===== src/hdl/gate_timing_pkg.sv =====
// Package with register map, field layout and state types for the block.
package gate_timing_pkg;
   localparam logic [4:0]  REG_BLANK_TIME  = 5'h19;
   localparam logic [4:0]  REG_REG_TOFF    = 5'h1a;
   localparam logic [4:0]  REG_SAFE_TOFF   = 5'h1b;
   localparam logic [4:0]  REG_TURNON      = 5'h1c;
   localparam logic [15:0] RESET_WORD      = 16'h0001;
   localparam int          DLY_MSB         = 15;
   localparam int          DLY_LSB         = 8;
   localparam int          PLAT_MSB        = 7;
   localparam int          PLAT_LSB        = 5;
   localparam int          DISCARD_BIT     = 1;
   localparam int          PAR_BIT         = 0;
   localparam logic [7:0]  MIN_DELAY       = 8'h0a;
   localparam logic [7:0]  DELAY_OFF       = 8'h00;
   localparam logic [2:0]  PLATEAU_FULL    = 3'h0;

   typedef struct packed {
      logic       wr;
      logic       rd;
      logic [4:0] addr;
      logic [15:0] wdata;
      logic       discard;
   } reg_req_t;

   typedef enum logic [1:0] {
      ST_IDLE    = 2'b00,
      ST_PLATEAU = 2'b01,
      ST_DONE    = 2'b10
   } trans_state_t;
endpackage


===== src/hdl/gate_timing_config_regs.sv =====
// Timing configuration registers and two-level gate sequencer.
`timescale 1ns/100ps
module gate_timing_config_regs (
   input  wire logic                      clk_i,
   input  wire logic                      rst_i,
   input  wire gate_timing_pkg::reg_req_t req_i,
   output logic [15:0]                    rdata_o,
   output logic                           rvalid_o,
   input  wire logic                      osc_tick_i,
   input  wire logic                      spread_tick_i,
   input  wire logic                      gate_cmd_i,
   input  wire logic                      safe_off_i,
   input  wire logic                      overcurrent_i,
   output logic                           gate_on_o,
   output logic                           gate_plateau_o,
   output logic [2:0]                     plateau_sel_o,
   output logic                           blanking_o
);
   import gate_timing_pkg::*;

   logic [7:0]   blank_len_r;
   logic [7:0]   reg_dly_r;
   logic [2:0]   reg_plat_r;
   logic [7:0]   safe_dly_r;
   logic [2:0]   safe_plat_r;
   logic [7:0]   ton_dly_r;
   logic         discard_r;
   logic [15:0]  word_nxt;
   logic [7:0]   cnt_r;
   logic [7:0]   blank_cnt_r;
   logic         gate_r;
   logic         cmd_d_r;
   logic         ovc_d_r;
   logic         dir_on_r;
   trans_state_t state_r;
   logic [7:0]   sel_dly;
   logic         step_tick;

   // Register writes; reset restores the zero fields of the reset word.
   always_ff @(posedge clk_i) begin
      if (rst_i) begin
         blank_len_r <= RESET_WORD[DLY_MSB:DLY_LSB];
         reg_dly_r   <= RESET_WORD[DLY_MSB:DLY_LSB];
         reg_plat_r  <= RESET_WORD[PLAT_MSB:PLAT_LSB];
         safe_dly_r  <= RESET_WORD[DLY_MSB:DLY_LSB];
         safe_plat_r <= RESET_WORD[PLAT_MSB:PLAT_LSB];
         ton_dly_r   <= RESET_WORD[DLY_MSB:DLY_LSB];
      end else if (req_i.wr && !req_i.discard) begin
         if (req_i.addr == REG_BLANK_TIME) begin
            blank_len_r <= req_i.wdata[DLY_MSB:DLY_LSB];
         end else if (req_i.addr == REG_REG_TOFF) begin
            reg_dly_r  <= req_i.wdata[DLY_MSB:DLY_LSB];
            reg_plat_r <= req_i.wdata[PLAT_MSB:PLAT_LSB];
         end else if (req_i.addr == REG_SAFE_TOFF) begin
            safe_dly_r  <= req_i.wdata[DLY_MSB:DLY_LSB];
            safe_plat_r <= req_i.wdata[PLAT_MSB:PLAT_LSB];
         end else if (req_i.addr == REG_TURNON) begin
            ton_dly_r <= req_i.wdata[DLY_MSB:DLY_LSB];
         end
      end
   end

   // Remembers whether the last message was discarded.
   always_ff @(posedge clk_i) begin
      if (rst_i) begin
         discard_r <= 1'b0;
      end else if (req_i.wr || req_i.rd) begin
         discard_r <= req_i.discard;
      end
   end

   // Builds the read word; reserved bits stay zero.
   always_comb begin
      word_nxt = 16'h0000;
      if (req_i.addr == REG_BLANK_TIME) begin
         word_nxt[DLY_MSB:DLY_LSB] = blank_len_r;
      end else if (req_i.addr == REG_REG_TOFF) begin
         word_nxt[DLY_MSB:DLY_LSB]   = reg_dly_r;
         word_nxt[PLAT_MSB:PLAT_LSB] = reg_plat_r;
      end else if (req_i.addr == REG_SAFE_TOFF) begin
         word_nxt[DLY_MSB:DLY_LSB]   = safe_dly_r;
         word_nxt[PLAT_MSB:PLAT_LSB] = safe_plat_r;
      end else if (req_i.addr == REG_TURNON) begin
         word_nxt[DLY_MSB:DLY_LSB] = ton_dly_r;
      end
      word_nxt[DISCARD_BIT] = discard_r;
      word_nxt[PAR_BIT] = ~(^word_nxt[15:1]);
   end

   // Registered read answer, one cycle after the request.
   always_ff @(posedge clk_i) begin
      if (rst_i) begin
         rdata_o  <= RESET_WORD;
         rvalid_o <= 1'b0;
      end else begin
         rvalid_o <= req_i.rd;
         if (req_i.rd) begin
            rdata_o <= word_nxt;
         end
      end
   end

   // Overcurrent blanking window counted in oscillator ticks.
   always_ff @(posedge clk_i) begin
      if (rst_i) begin
         blank_cnt_r <= 8'h00;
         ovc_d_r     <= 1'b0;
         blanking_o  <= 1'b0;
      end else begin
         ovc_d_r <= overcurrent_i;
         if (overcurrent_i && !ovc_d_r && blank_len_r != DELAY_OFF) begin
            blank_cnt_r <= blank_len_r;
            blanking_o  <= 1'b1;
         end else if (blanking_o && osc_tick_i) begin
            if (blank_cnt_r <= 8'h01) begin
               blanking_o <= 1'b0;
            end
            blank_cnt_r <= blank_cnt_r - 8'h01;
         end
      end
   end

   // Delay for a transition about to start, and the tick that paces it.
   always_comb begin
      sel_dly   = gate_cmd_i ? ton_dly_r
                  : (safe_off_i ? safe_dly_r : reg_dly_r);
      step_tick = dir_on_r ? spread_tick_i : osc_tick_i;
   end

   // Two-level sequencer: plateau for the delay, then full level.
   always_ff @(posedge clk_i) begin
      if (rst_i) begin
         state_r        <= ST_IDLE;
         cnt_r          <= 8'h00;
         cmd_d_r        <= 1'b0;
         dir_on_r       <= 1'b0;
         gate_r         <= 1'b0;
         gate_on_o      <= 1'b0;
         gate_plateau_o <= 1'b0;
         plateau_sel_o  <= PLATEAU_FULL;
      end else begin
         cmd_d_r   <= gate_cmd_i;
         gate_on_o <= gate_r;
         case (state_r)
            ST_IDLE: begin
               if (gate_cmd_i != cmd_d_r) begin
                  dir_on_r <= gate_cmd_i;
                  // A zero delay skips the plateau entirely.
                  if (sel_dly == DELAY_OFF) begin
                     gate_r <= gate_cmd_i;
                  end else begin
                     cnt_r <= sel_dly;
                     plateau_sel_o <= safe_off_i ? safe_plat_r
                                      : reg_plat_r;
                     gate_plateau_o <= 1'b1;
                     state_r <= ST_PLATEAU;
                  end
               end
            end
            ST_PLATEAU: begin
               if (step_tick) begin
                  cnt_r <= cnt_r - 8'h01;
                  if (cnt_r <= 8'h01) begin
                     state_r <= ST_DONE;
                  end
               end
            end
            ST_DONE: begin
               gate_r         <= dir_on_r;
               gate_plateau_o <= 1'b0;
               plateau_sel_o  <= PLATEAU_FULL;
               state_r        <= ST_IDLE;
            end
            default: begin
               state_r <= ST_IDLE;
            end
         endcase
      end
   end

   // Checks on parity, reserved bits, blanking and sequencing.
   a_read_parity: assert property (@(posedge clk_i) disable iff (rst_i)
      rvalid_o |-> ^rdata_o)
      else $error("Read word parity is not odd.");
   a_reserved_zero: assert property (@(posedge clk_i) disable iff (rst_i)
      rvalid_o |-> rdata_o[4:2] == 3'h0)
      else $error("Reserved bits read as nonzero.");
   a_discard_report: assert property (@(posedge clk_i) disable iff (rst_i)
      req_i.rd |=> rdata_o[DISCARD_BIT] == $past(discard_r))
      else $error("Discard flag not reported.");
   a_blank_off: assert property (@(posedge clk_i) disable iff (rst_i)
      (blank_len_r == DELAY_OFF && !blanking_o) |=> !blanking_o)
      else $error("Blanking started while disabled.");
   a_blank_start: assert property (@(posedge clk_i) disable iff (rst_i)
      (overcurrent_i && !ovc_d_r && blank_len_r != DELAY_OFF) |=> blanking_o)
      else $error("Blanking did not start.");
   a_plateau_hold: assert property (@(posedge clk_i) disable iff (rst_i)
      (state_r == ST_PLATEAU && !step_tick) |=> state_r == ST_PLATEAU)
      else $error("Plateau left without a tick.");
   a_ton_bypass: assert property (@(posedge clk_i) disable iff (rst_i)
      (state_r == ST_IDLE && gate_cmd_i && !cmd_d_r
       && ton_dly_r == DELAY_OFF) |=> !gate_plateau_o ##1 gate_on_o)
      else $error("Disabled turn-on used a plateau.");
   a_safe_bypass: assert property (@(posedge clk_i) disable iff (rst_i)
      (state_r == ST_IDLE && !gate_cmd_i && cmd_d_r && safe_off_i
       && safe_dly_r == DELAY_OFF) |=> !gate_plateau_o)
      else $error("Disabled safe turn-off used a plateau.");
   a_safe_plateau: assert property (@(posedge clk_i) disable iff (rst_i)
      (state_r == ST_IDLE && !gate_cmd_i && cmd_d_r && safe_off_i
       && safe_dly_r != DELAY_OFF) |=> plateau_sel_o == $past(safe_plat_r))
      else $error("Wrong safe plateau selected.");
   c_plateau: cover property (@(posedge clk_i) state_r == ST_DONE);
   c_blank: cover property (@(posedge clk_i) $fell(blanking_o));
   c_discard: cover property (@(posedge clk_i) rvalid_o && rdata_o[1]);
endmodule


===== config.mk =====
export PLATFORM = sky130hd
export DESIGN_NAME = gate_timing_config_regs
export DESIGN_NICKNAME = d
export VERILOG_FILES = /design/src/hdl/gate_timing_pkg.sv /design/src/hdl/gate_timing_config_regs.sv
export SDC_FILE = /design/constraint.sdc
export NUM_CORES = 1
export LEC_CHECK = 0
export CAP_MARGIN = 10
export CORE_MARGIN = 3
export CORE_UTILIZATION = 25
export DETAILED_ROUTE_END_ITERATION = 10
export DONT_BUFFER_PORTS = 1
export PLACE_DENSITY = 0.43
export SLEW_MARGIN = 20
export SYNTH_ARGS = -nofsm -noshare
export SYNTH_HDL_FRONTEND = slang
export SYNTH_SLANG_ARGS = --single-unit
export TNS_END_PERCENT = 100

===== constraint.sdc =====
create_clock -name clk_i -period 2.83 [get_ports clk_i]
set_input_delay 0.566 -clock clk_i [delete_from_list [all_inputs] [get_ports clk_i]]
set_output_delay 0.566 -clock clk_i [all_outputs]
set_load 0.005 [all_outputs]

* Word-level counts from Yosys, hierarchy flattened *
Index checks and enable logic that the tools add are counted.

storage, ports and cells
  register bits = 81
  word-level logic and storage cells = 98
  ROM bits = 0
  bits in latches = 0
  output and inout port bits = 23
  memory bits (writable) = 0
  memories kept = 0
  bits of input ports = 31

cells by class
  reduce and logical (&&, ||, !) cells = 25
  divide/modulo/power cells = 0
  mux-type cells = 33
  multiply operators = 0
  $add $sub $neg = 2
  equality and inequality tests = 12
  shift-type cells = 0
  bitwise logic cells = 4
  order comparisons = 2

operators with widths
  cell                                                                   number
  8-bit two-way mux                                                      10
  5-bit == test, second input constant                                   4
  8-bit by 1-bit <= comparator with 1-bit output, second input constant  2
  8-bit case mux with 2 select lines                                     1
  8-bit by 1-bit subtractor with 8-bit output, second input constant     2
  3-bit two-way mux                                                      5
  15-bit XOR reduction                                                   1
  4-bit AND reduction                                                    3
  11-bit two-way mux                                                     1
  2-bit inequality test, second input constant                           5
  3-bit AND reduction                                                    3
  8-bit zero test                                                        1
  1-bit two-way mux                                                      8
  2-bit two-way mux                                                      4
  2-bit nonzero test                                                     4
  8-bit nonzero test                                                     1
  3-bit case mux with 2 select lines                                     1
  2-bit AND reduction                                                    3
  5-bit AND reduction                                                    1
  1-bit logical AND                                                      4
  1-bit inverter                                                         4
  1-bit case mux with 2 select lines                                     2
  2-bit case mux with 2 select lines                                     1
  2-bit by 1-bit == test with 1-bit output, second input constant        1
  5 further kinds                                                        6

* Depth between registers and ports, before layout *
Gate-level depths: netlist of the first run.

  word-level depth = 7
  gate-level depth with buffers = 9
  mapped depth without buffers = 7

* Least setup slack after synthesis of the first run *
No wires, ideal clock.

  path kind = input port to flip-flop
  start point = input req_i[17] (netlist bit)
  end point = register rdata_o[0]
  slack = 0.189 ns
  path buffers = 2
  arrival time = 2.521 ns
  library setup time = 0.120 ns
  data required time = 2.710 ns
  cell stages on the path = 9
  cell sequence = buf_6 inv_4 or4_1 buf_2 o22a_1 xnor2_1 xnor2_1 xnor3_1 a211o_1

on the way
  longest elaborated chain between the ends = 7
  elaborated cells between the ends (all ways) = 12
  classes of those cells = eq/ne (4); mux (6); bitwise (1); reduce/logical (1)

ends and longest elaborated chain
  element                 RTL line                       text
  start: declaration      gate_timing_config_regs.sv:6   input wire gate_timing_pkg::reg_req_t req_i,
  5-bit == test           gate_timing_config_regs.sv:83  end else if (req_i.addr == REG_TURNON) begin
  8-bit two-way mux       gate_timing_config_regs.sv:83
  8-bit two-way mux       gate_timing_config_regs.sv:80  end else if (req_i.addr == REG_SAFE_TOFF) begin
  11-bit two-way mux      gate_timing_config_regs.sv:77  end else if (req_i.addr == REG_REG_TOFF) begin
  8-bit two-way mux       gate_timing_config_regs.sv:75  if (req_i.addr == REG_BLANK_TIME) begin
  15-bit XOR reduction *  gate_timing_config_regs.sv:87  word_nxt[PAR_BIT] = ~(^word_nxt[15:1]);
  1-bit inverter *        gate_timing_config_regs.sv:87
  end signal: assignment  gate_timing_config_regs.sv:98  rdata_o <= word_nxt;
  end: declaration        gate_timing_config_regs.sv:7   output logic [15:0] rdata_o,

Mark *: on every way between the ends. The rest lies on a longest branch, timed or not.
A chain may end at the register's enable or synchronous reset.

* Worst setup path in the final report of the first run *
Ends and elaborated chain as after synthesis.

==> metrics.md, run 1 <==
| Metric | Value |
|---|---|
| Syn Area/Cell | 8.737 um^2 |
| Slew @ Worst Pin | 0.8477 ns |
| Predominant post-synthesis flop cell | dfxtp_1 |
| Register area share after synthesis | about two fifths |
| Worst path required time | roughly 3.1 ns |
| Clock Sinks | 81 |
| GPL Wtd Cong | approximately 0.75 |
| TNS Setup | 0 ns |
| Peak VDD IR | 291.8 uV |
| Area leader, netlist | dfxtp_1 |
| Setup Fix Bufs, Post-CTS | 0 |
| Pre-Repair DR Iteration Count | 4 |
| Flop and latch count out of synthesis | 81 |
| Vias/cell | around 4.8 |
| Crit path time final | 2.294 ns |
| Startpoint Class | input pin |
| Post-synth top area share | about 40% |
| Critical-path top delay cell | or4_1 |
| Cell Area, Synth | 0.004063 mm^2 |
| Power per cell area | approximately 520 mW/mm^2 |
| Seq pwr share | 49.5% |
| Max transition margin | between 40% and 50% |
| ANT cells | 0 |
| Antenna-violating nets left | 0 |
| Final setup viols | 0 |
| Psw | 0.0005132 W |
| Crit path capture type | register |
| Initial Util | 26.14% |
| Detailed-route via count | around 3300 |
| Die W | between 100 and 150 um |
| Unrepaired setup endpoints after global routing | false |
| # rows | 45 |
| Clock transition at path regs | 0.06 ns |
| DR WL/cell | roughly 17 um |
| Commonest cells in the synthesized netlist | 81 x dfxtp_1, 81 x nor2_1, 60 x mux2i_1, 28 x a21oi_1, 22 x nand2_1 |
| DRC violations left | 0 |
| Port Buffers | 0 |
| Part of the power in the clock network | a little under half |
| CTS tree | done |
| CORE AREA | ~0.016 mm^2 |
| Remaining Overflow, GRT | 0 |
| Final hold violations | 0 |
| Top cells by area, synth | dfxtp_1 40%, mux2i_1 15%, nor2_1 7.5% |
| CP arrival | roughly 2.5 ns |
| Most frequent CP cell | xnor2_1 |
| Clk_lat worst skew | 0.34 ns |
| Peak Freq | 0.4359 GHz |
| Internal | between 0.0015 and 0.002 W |
| First-pass GRT wire length | 17990 um |
| IO Pins | between 50 and 60 |
| Max-Cap Viols | 0 |
| GRT Resource Usage Total | 13.02% |
| Die Y | 133.5 um |
| Slew Limit Fails | 0 |
| Synth Instances | 465 |
| Period Utilization, post-route | about four fifths |
| DP HPWL | between 8000 and 9000 um |
| CTS HTree Levels | 3 |
| Number of buffers on the longest clock path | 2 |
| CP Cell Sequence | inv_4 -> or4_1 -> o22a_1 -> xnor2_1 -> xnor2_1 -> xnor3_1 -> a211o_1 |
| Cts hold-fix bufs | 0 |
| Comb pwr share | 4.5% |
| Initial DRC Count | roughly 190 |
| Cts bufs inserted | 9 |
| WL final | between 10000 and 15000 um |
| Clock Tree Root | clkbuf_16 |
| Vias in the first global route | 3221 |
| Distinct cells, synth | 43 |
| Full die area | 0.01782 mm^2 |
| Max FO, Critical Path | 19 |
| Outcome | complete, no violations |
| Clock Skews | 0.004252 ns |
| Area grow syn2layout | 12.72% |
| Leak | 1.730 nW |
| Final nets | 496 |
| Max incr delay on CP | between 0.6 and 0.7 ns |
| Crit path setup slack, layout | 0.5357 ns |
| Sw Share | 21.70% |
| Post-synth EDFFs | 0 |
| Count of cells resized by post-cts repair | 0 |
| Yosys Warn Count | 0 |
| Async SR Flop Fraction | 0% |
| Min-delay worst type | input pin to register |
| Antenna violations before repair | 0 |
| Layout cells sized above 1 | 8.798% |
| Pin count of the biggest net entering global routing | approximately 80 |
| Place WS | ~0.19 ns |
| Setup CP Type | input pin to register |
## layer usage
layer	share of wire [%]	global-route usage (%)	vias up
met1	46	16.97	1545
met5	0	0	-
met3	8.0	5.174	15
met4	2.2	5.371	0
li1	-	-	1617
met2	44	19.16	78
## cell usage in the layout (no fill, tap or decap), types with 2 or more instances in the layout
cell type,n
nand4_1,3
a21oi_1,28
a2bb2oi_1,2
clkbuf_8,2
nand3b_1,5
o31a_1,2
dfxtp_1,81
nand3_1,5
nor2_1,81
a211oi_1,9
nand2_1,22
nand2b_1,10
nor3_1,10
a21o_1,5
inv_1,7
xnor2_1,8
a22oi_1,4
clkbuf_1,2
clkinv_2,3
a32oi_1,3
conb_1,3
o22a_1,4
mux2i_1,60
nor2b_1,11
clkbuf_16,9
buf_4,12
or3_1,3
o21a_1,2
mux2_2,12
ha_1,4
or4_1,6
nor3b_1,2
xor2_1,9
nor4_1,7
o21ai_0,19
## registers in the layout (all words and copies together), names as in the netlist, 2 cells and up
name / count
rdata_o: 13
blank_cnt_r: 8
blank_len_r: 8
cnt_r: 8
reg_dly_r: 8
safe_dly_r: 8
ton_dly_r: 8
plateau_sel_o: 3
reg_plat_r: 3
safe_plat_r: 3
state_r: 2
## kinds of logic (layout without fill, tap and decap cells)
logic type / count (synthesis) / in the layout / share of synthesized area [%]
DFF: 81 / 81 / 39.91
AOI/OAI and AO/OA: 83 / 83 / 12.75
muxes: 72 / 72 / 18.11
and+or+nand+nor: 169 / 169 / 19.65
xor gates and xnor gates: 18 / 18 / 4.219
buffers and inverters: 37 / 36 / 4.035
other: 1 / 3 / 0.09230
adders and majority gates: 4 / 4 / 1.232
## per-stage QoR
step | std cells | hold slack, ns | util, % | instance area, um^2 | total power (W)
3_3_place_gp | 661 | 0.4610 | 27.70 | 4304 | 0.001303
3_5_place_dp | 661 | 0.4577 | 27.70 | 4304 | 0.001304
5_1_grt | 677 | 0.2752 | 29.47 | 4579 | 0.002467
2_1_floorplan | 467 | 0.4378 | - | 4070 | 0.001313
4_1_cts | 677 | 0.2749 | 29.47 | 4579 | 0.002412
6_report | 677 | 0.2918 | 29.47 | 4579 | 0.002365
## path summary, 6_finish.rpt
path,startpoint,endpoint,slack [ns],depth (start not counted)
worst max register to register,reg_dly_r[0],rdata_o[0],0.62,6
worst min-delay path,rst_i,ovc_d_r,0.29,1
worst max-delay path,req_i[17],rdata_o[0],0.54,7
worst min register to register,cnt_r[4],cnt_r[4],0.47,2
## critical path, delay by kind of cell
| kind | cells | cell delay [ns] |
|---|---|---|
| xor gates and xnor gates | 3 | 0.74 |
| buffers and inverters | 1 | 0.03 |
| and+or+nand+nor | 1 | 0.61 |
| AOI/OAI and AO/OA | 2 | 0.58 |
## power by group through the flow
stage | clock network (W) | registers [W] | logic (W)
4_1_cts | 0.00113 | 0.00117 | 0.000108
5_1_grt | 0.00117 | 0.00117 | 0.000119
3_3_place_gp | 0 | 0.00120 | 0.000106
2_1_floorplan | 0 | 0.00119 | 0.000122
6_report | 0.00109 | 0.00117 | 0.000107
3_5_place_dp | 0 | 0.00120 | 0.000107
## final cells by class
| class | instances | area, um^2 |
|---|---|---|
| Clock buffer | 13 | 260.3 |
| Clock inverter | 3 | 15.01 |
| Fill cell | 1715 | 10960 |
| Inverter | 8 | 32.53 |
| Multi-Input combinational cell | 349 | 2296 |
| Sequential cell | 81 | 1622 |
| Tap cell | 211 | 264.0 |
| Timing Repair Buffer | 12 | 90.09 |
No activity file was read; power rests on OpenSTA's default activity.
==> run 2: changes to the inputs <==
--- a/config.mk
+++ b/config.mk
@@ -5,6 +5,7 @@
 export SDC_FILE = /design/constraint.sdc
 export NUM_CORES = 1
 export LEC_CHECK = 0
+export ABC_AREA = 1
 export CAP_MARGIN = 10
 export CORE_MARGIN = 3
 export CORE_UTILIZATION = 25
==> constraint.sdc (replaced) <==
create_clock -name clk_i -period 2.4 [get_ports clk_i]
set_input_delay 0.48 -clock clk_i [delete_from_list [all_inputs] [get_ports clk_i]]
set_output_delay 0.48 -clock clk_i [all_outputs]
set_load 0.005 [all_outputs]
==> run 2 against run 1 <==
- critical path depth rose by 4
- utilization fell by 0.58 points
- cell area rose by 5.7%
- sequential share of layout area is 1.9 points lower
- sequential cell count did not move
- power up 41%
- combinational power grew to 4.7 times the previous value
- clock-buffer cell count is 2 lower
- routed wire length is 8.7% higher
- clock power up 24%
- register-to-register slack got worse by 0.16 ns
- synthesized cell count increased by 37%
==> metrics.md, run 2 <==
| Metric | Value |
|---|---|
| Count of cells resized by post-cts repair | 0 |
| DR WL/cell | roughly 14 um |
| Max transition margin | 57.36% |
| Clock Sinks | 81 |
| Top cells by area, synth | dfxtp_1 38%, nand2_1 12%, inv_1 7.8% |
| # rows | 47 |
| TNS Setup | 0 ns |
| Clk_lat worst skew | 0.35 ns |
| Yosys Warn Count | 0 |
| DP HPWL | 9436 um |
| GRT Resource Usage Total | 13.43% |
| Reg2reg start | safe_dly_r[2] |
| Min-delay worst type | input pin to register |
| Final nets | around 670 |
| Place WS | 0.1959 ns |
| Fillers | 1871 |
| Final hold violations | 0 |
| Max reg flops | 13 |
| Peak Freq | 0.5156 GHz |
| Die Y | roughly 140 um |
| Crit path setup slack, layout | 0.4604 ns |
| Most common cell after layout, fill and taps aside | nand2_1 |
| Setup CP Type | register to register |
| Crit path time final | 1.940 ns |
| Leak | between 2 and 2.5 nW |
| Predominant post-synthesis flop cell | dfxtp_1 |
| Commonest cells in the synthesized netlist | 142 x nand2_1, 90 x inv_1, 81 x dfxtp_1, 62 x o21ai_0, 55 x a21oi_1 |
| Clock Skews | 0.01089 ns |
| WL final | 12190 um |
| Clock transition at path regs | 0.07 ns |
| Worst path required time | between 2 and 3 ns |
| Register area share after synthesis | between 30% and 40% |
| Cts bufs inserted | 9 |
| Startpoint Class | register |
| Max FO, Critical Path | 11 |
| Slew Limit Fails | 0 |
| DRC violations left | 0 |
| Max incr delay on CP | 0.33 ns |
| Reg2Reg Depth | 11 |
| Most flop-heavy register | rdata_o |
| Final setup viols | 0 |
| Async SR Flop Fraction | 0% |
| First-pass GRT wire length | about 20000 um |
| Pre-Repair DR Iteration Count | 5 |
| CORE AREA | 0.01676 mm^2 |
| Die W | 137.5 um |
| Port Buffers | 0 |
| Reg2reg setup slack | 0.46 ns |
| Post-synth EDFFs | 0 |
| Syn Area/Cell | 6.772 um^2 |
| Detailed-route via count | 3899 |
| Critical path depth | 11 |
| Area grow syn2layout | 12.08% |
| Layout cells sized above 1 | 7.644% |
| Cell Area, Synth | 0.004320 mm^2 |
| CP bufs+invs | 1 |
| Post-synth top area share | 37.53% |
| Power per cell area | 687.0 mW/mm^2 |
| Hold-critical path depth | 1 |
| Unrepaired setup endpoints after global routing | false |
| Antenna-violating nets left | 0 |
| End of the worst register-to-register path | cnt_r[0] |
| Area leader, netlist | dfxtp_1 |
| Full die area | 0.01890 mm^2 |
| Antenna violations before repair | 0 |
| Period Utilization, post-route | 80.82% |
| Distinct cells, synth | 41 |
| CP Cell Sequence | nand2_1 -> o21ai_0 -> nand2_1 -> o21ai_0 -> nor4_1 -> nand2_1 -> nand3_1 -> nand2_1 -> inv_1 -> nor2_1 -> nor2_1 |
| Initial DRC Count | 242 |
| Remaining Overflow, GRT | 0 |
| CTS HTree Levels | 3 |
| Critical path launch point | safe_dly_r[2] |
| ANT cells | 0 |
| Initial Util | 25.78% |
| Slew @ Worst Pin | between 0.6 and 0.7 ns |
| Outcome | complete, no violations |
| Critical-path top delay cell | dfxtp_1 |
| IO Pins | 54 |
| Flop and latch count out of synthesis | 81 |
| Clock Tree Root | clkbuf_16 |
| Vias/cell | 4.528 |
| CTS tree | done |
| Crit-path leading delay family | simple AND/OR/NAND/NOR gates |
| Most frequent cells in the layout | 142 x nand2_1, 90 x inv_1, 81 x dfxtp_1, 62 x o21ai_0, 55 x a21oi_1 |
| Number of buffers on the longest clock path | 2 |
| Max-Cap Viols | 0 |
| Pin count of the biggest net entering global routing | 25 |
| Vias in the first global route | 3672 |
| CP arrival | 2.22 ns |
| Most frequent CP cell | nand2_1 |
| Synth Instances | 638 |
| End of the critical path | cnt_r[0] |
| Most common cell in the synthesized netlist | nand2_1 |
| GPL Wtd Cong | 0.7767 |
| Cts hold-fix bufs | 0 |
| Peak VDD IR | 385.5 uV |
| Setup Fix Bufs, Post-CTS | 0 |
| Crit path capture type | register |
-- run 2: cell count changes after synthesis, sizes merged, moves of 9 or more --
cell    change
nand2     +126
inv        +84
mux2i      -58
o21ai      +49
nand3      +37
a21oi      +27
nor2       -23
mux2       -12
nor2b      -11
nand2b     -10
a211oi      -9
o211ai      +9
-- run 2: power breakdown --
group,internal [W],switching (W),leakage (nW)
clock network,0.000761,0.000590,0.134
registers,0.00142,0.0000592,0.659
logic,0.000190,0.000309,1.41
-- run 2: cells by family (layout without fill, tap and decap cells) --
family / count (synthesis) / after routing / share of synthesized area (%)
fa+ha+maj: 4 / 4 / 1.158
other cells: 1 / 3 / 0.08680
flops: 81 / 81 / 37.53
mux: 2 / 2 / 0.4634
compound gates: 148 / 148 / 18.91
xor+xnor: 12 / 12 / 2.433
buf+inv: 119 / 120 / 11.27
simple gates: 271 / 271 / 28.15
-- run 2: layout make-up --
| class | count | area [um^2] | share of cell area, % |
|---|---|---|---|
| Multi-Input combinational cell | 440 | 2225 | 45.94 |
| Clock inverter | 5 | 40.04 | 0.8269 |
| Sequential cell | 81 | 1622 | 33.49 |
| Tap cell | 220 | 275.3 | 5.685 |
| Clock buffer | 11 | 252.7 | 5.220 |
| Inverter | 94 | 352.8 | 7.287 |
| Timing Repair Buffer | 10 | 75.07 | 1.550 |
-- run 2: worst min-delay path by stage --
stage	start	endpoint
after global placement	gate_r	gate_on_o
final	rst_i	gate_on_o
after floorplan	gate_r	gate_on_o
after detailed placement	gate_r	gate_on_o
after global routing	rst_i	cmd_d_r
after CTS	rst_i	gate_on_o
-- run 2: worst reg2reg max path, stage by stage (launching register included) --
cell and delay (ns):
dfxtp_1 0.33, nand2_1 0.05, o21ai_0 0.10, nand2_1 0.07, o21ai_0 0.14, nor4_1 0.33
nand2_1 0.15, nand3_1 0.10, nand2_1 0.22, inv_1 0.24, nor2_1 0.06, nor2_1 0.09
-- run 2: routing by layer --
metal	wire, um	vias up	track usage (%)
met5	0	-	0
met4	169	0	3.381
met3	762	11	4.821
met2	5405	74	20.69
met1	5847	1750	17.85
li1	-	2064	-
-- run 2: stage by stage --
step                      util (%)  cells  hold slack (ns)  power [W]  area (um^2)
after floorplan                  -    640           0.4101   0.001912         4328
after global placement       27.14    845           0.4250   0.002002         4549
after detailed placement     27.14    845           0.4214   0.002011         4549
after CTS                    28.89    861           0.1817   0.003379         4842
after global routing         28.89    861           0.1766   0.003519         4842
final                        28.89    861           0.1928   0.003327         4842
==> run 3: changes to the inputs <==
==> constraint.sdc (replaced) <==
create_clock -name clk_i -period 1.8 [get_ports clk_i]
set_input_delay 0.36 -clock clk_i [delete_from_list [all_inputs] [get_ports clk_i]]
set_output_delay 0.36 -clock clk_i [all_outputs]
set_load 0.005 [all_outputs]
==> run 3 against run 2 <==
- register-to-register slack lost 0.31 ns
- utilization increased by 2.4 points
- critical path depth is 3 lower
- via count up 4.8%
- combinational power increased by 44%
- first-iteration DRC count decreased by 33%
- final cell count increased by 4.9%
- routed wire length rose by 5.2%
- sequential cell count is the same
- clock skew fell by 0.0013 ns
- worst hold slack got worse by 0.11 ns
- critical path type unchanged
- critical endpoint is now blank_cnt_r[6]
- largest power group unchanged
==> metrics.md, run 3 (synthesis gave the netlist of run 2 again) <==
| Metric | Value |
|---|---|
| Initial DRC Count | roughly 160 |
| Critical path launch point | blank_len_r[4] |
| Peak VDD IR | between 400 and 500 uV |
| CP arrival | approximately 1.9 ns |
| Startpoint Class | register |
| ANT cells | 0 |
| Final nets | approximately 710 |
| Seq pwr share | a little over two fifths |
| Multi-input gate area | 0.002270 mm^2 |
| Reg2Reg Depth | 8 |
| CORE AREA | 0.01676 mm^2 |
| Internal | between 0.003 and 0.004 W |
| Number of buffers on the longest clock path | 2 |
| Full die area | 0.01890 mm^2 |
| DRC violations left | 0 |
| Reg2reg start | blank_len_r[4] |
| Most common cell after layout, fill and taps aside | nand2_1 |
| End of the worst register-to-register path | blank_cnt_r[6] |
| Clock Tree Root | clkbuf_16 |
| Clock transition at path regs | 0.07 ns |
| Pre-Repair DR Iteration Count | 5 |
| Clock Sinks | 81 |
| Antenna violations before repair | 0 |
| Initial Util | 25.78% |
| CTS tree | done |
| Final setup viols | 0 |
| End of the critical path | blank_cnt_r[6] |
| First-pass GRT wire length | 21070 um |
| Die W | 137.5 um |
| GPL Wtd Cong | 0.8047 |
| IO Pins | 54 |
| Detailed-route via count | 4086 |
| Cells after DPL | approximately 890 |
| Comb pwr share | 15.8% |
| DP HPWL | 10050 um |
| Die Y | 137.5 um |
| Crit path time final | between 1.5 and 2 ns |
| WL final | 12820 um |
| Worst path required time | 2.05 ns |
| Max-Cap Viols | 0 |
| GRT Resource Usage Total | between 10% and 20% |
| Unrepaired setup endpoints after global routing | false |
| CTS HTree Levels | 3 |
| Area grow syn2layout | 21.58% |
| Storage cell area | around 0.0016 mm^2 |
| Port Buffers | 0 |
| Max FO, Critical Path | 8 |
| Period Utilization, post-route | 91.41% |
| TNS Setup | 0 ns |
| GR Util met3 | around 5% |
| Slew Limit Fails | 0 |
| GR peak layer | met2 |
| Vias in the first global route | about 4000 |
| Post-Layout Cell Count | 903 |
| Crit path capture type | register |
| Remaining Overflow, GRT | 0 |
| Part of the power in the clock network | 41.1% |
| Most flop-heavy register | rdata_o |
| Power per cell area | between 800 and 900 mW/mm^2 |
| Outcome | complete, no violations |
| Grt met2 use | 23.16% |
| Most frequent cells in the layout | 140 x nand2_1, 89 x inv_1, 81 x dfxtp_1, 59 x o21ai_0, 55 x a21oi_1 |
| Leak | 2.452 nW |
| Max reg flops | 13 |
| Antenna-violating nets left | 0 |
| Reg2reg setup slack | 0.15 ns |
| Design Power | 0.004565 W |
| Clock Skews | 0.009581 ns |
| Sw Share | 28.38% |
| # rows | 47 |
| Setup CP Type | register to register |
| Final hold violations | 0 |
| DR WL/cell | around 14 um |
| Cts bufs inserted | 9 |
| Met1 Resource Use GR | a little under a fifth |
| Clk_lat worst skew | 0.35 ns |
| Vias/cell | between 4 and 5 |
| Peak Freq | a little over 0.6 GHz |
| Fillers | around 1900 |
| Min-delay worst type | input pin to register |
| Layout cells sized above 1 | 14.49% |
| Psw | 0.001295 W |
| Pin count of the biggest net entering global routing | 33 |
[run 3: power groups by stage]
stage,Combinational [W],Sequential (W),Clock [W]
after floorplan,0.000561,0.00199,0
after global placement,0.000690,0.00201,0
after detailed placement,0.000697,0.00201,0
after CTS,0.000708,0.00197,0.00194
after global routing,0.000838,0.00199,0.00204
final,0.000720,0.00197,0.00187
[run 3: critical path: stages (launching register included)]
cell	delay, ns
dfxtp_1	0.37
nor4_4	0.33
nand2_1	0.11
nand3_1	0.15
inv_1	0.16
a22oi_1	0.22
o21ai_0	0.11
nand2_1	0.07
inv_1	0.03
[run 3: per-layer routing]
metal,vias to the layer above,wire length (um)
met5,-,0
met4,0,144
met3,10,672
met2,59,5850
met1,1864,6154
li1,2153,-
[run 3: worst min path at each step]
stage / endpoint / slack, ns / startpoint / depth (start not counted)
2_1_floorplan: gate_on_o / 0.41 / gate_r / 2
3_3_place_gp: gate_on_o / 0.43 / gate_r / 2
3_5_place_dp: gate_on_o / 0.43 / gate_r / 2
4_1_cts: reg_dly_r[4] / 0.07 / rst_i / 1
5_1_grt: blanking_o / 0.06 / rst_i / 1
6_report: reg_dly_r[4] / 0.08 / rst_i / 1
[run 3: layout make-up]
| cell class | count | area share [%] |
|---|---|---|
| clock inverter | 7 | 1.477 |
| multi-input combinational | 440 | 43.21 |
| clock buffer | 9 | 4.288 |
| sequential | 81 | 30.87 |
| timing repair buffer | 52 | 8.147 |
| inverter | 94 | 6.765 |
| tap | 220 | 5.241 |
[run 3: metrics by stage]
stage	cell area, um^2	utilization, %	hold WS, ns	setup WS [ns]
2_1_floorplan	4328	-	0.4101	0.05953
3_3_place_gp	4902	29.25	0.4292	-0.1032
3_5_place_dp	4902	29.25	0.4300	-0.1571
4_1_cts	5214	31.11	0.06634	0.01255
5_1_grt	5253	31.34	0.05856	0.006821
6_report	5253	31.34	0.08086	0.1546
[run 3: repair_timing]
item,in CTS,in global routing
pin swaps,0,4
setup buffers,0,0
hold buffers,0,0
setup endpoints to repair,7,19
gates resized for setup,4,11
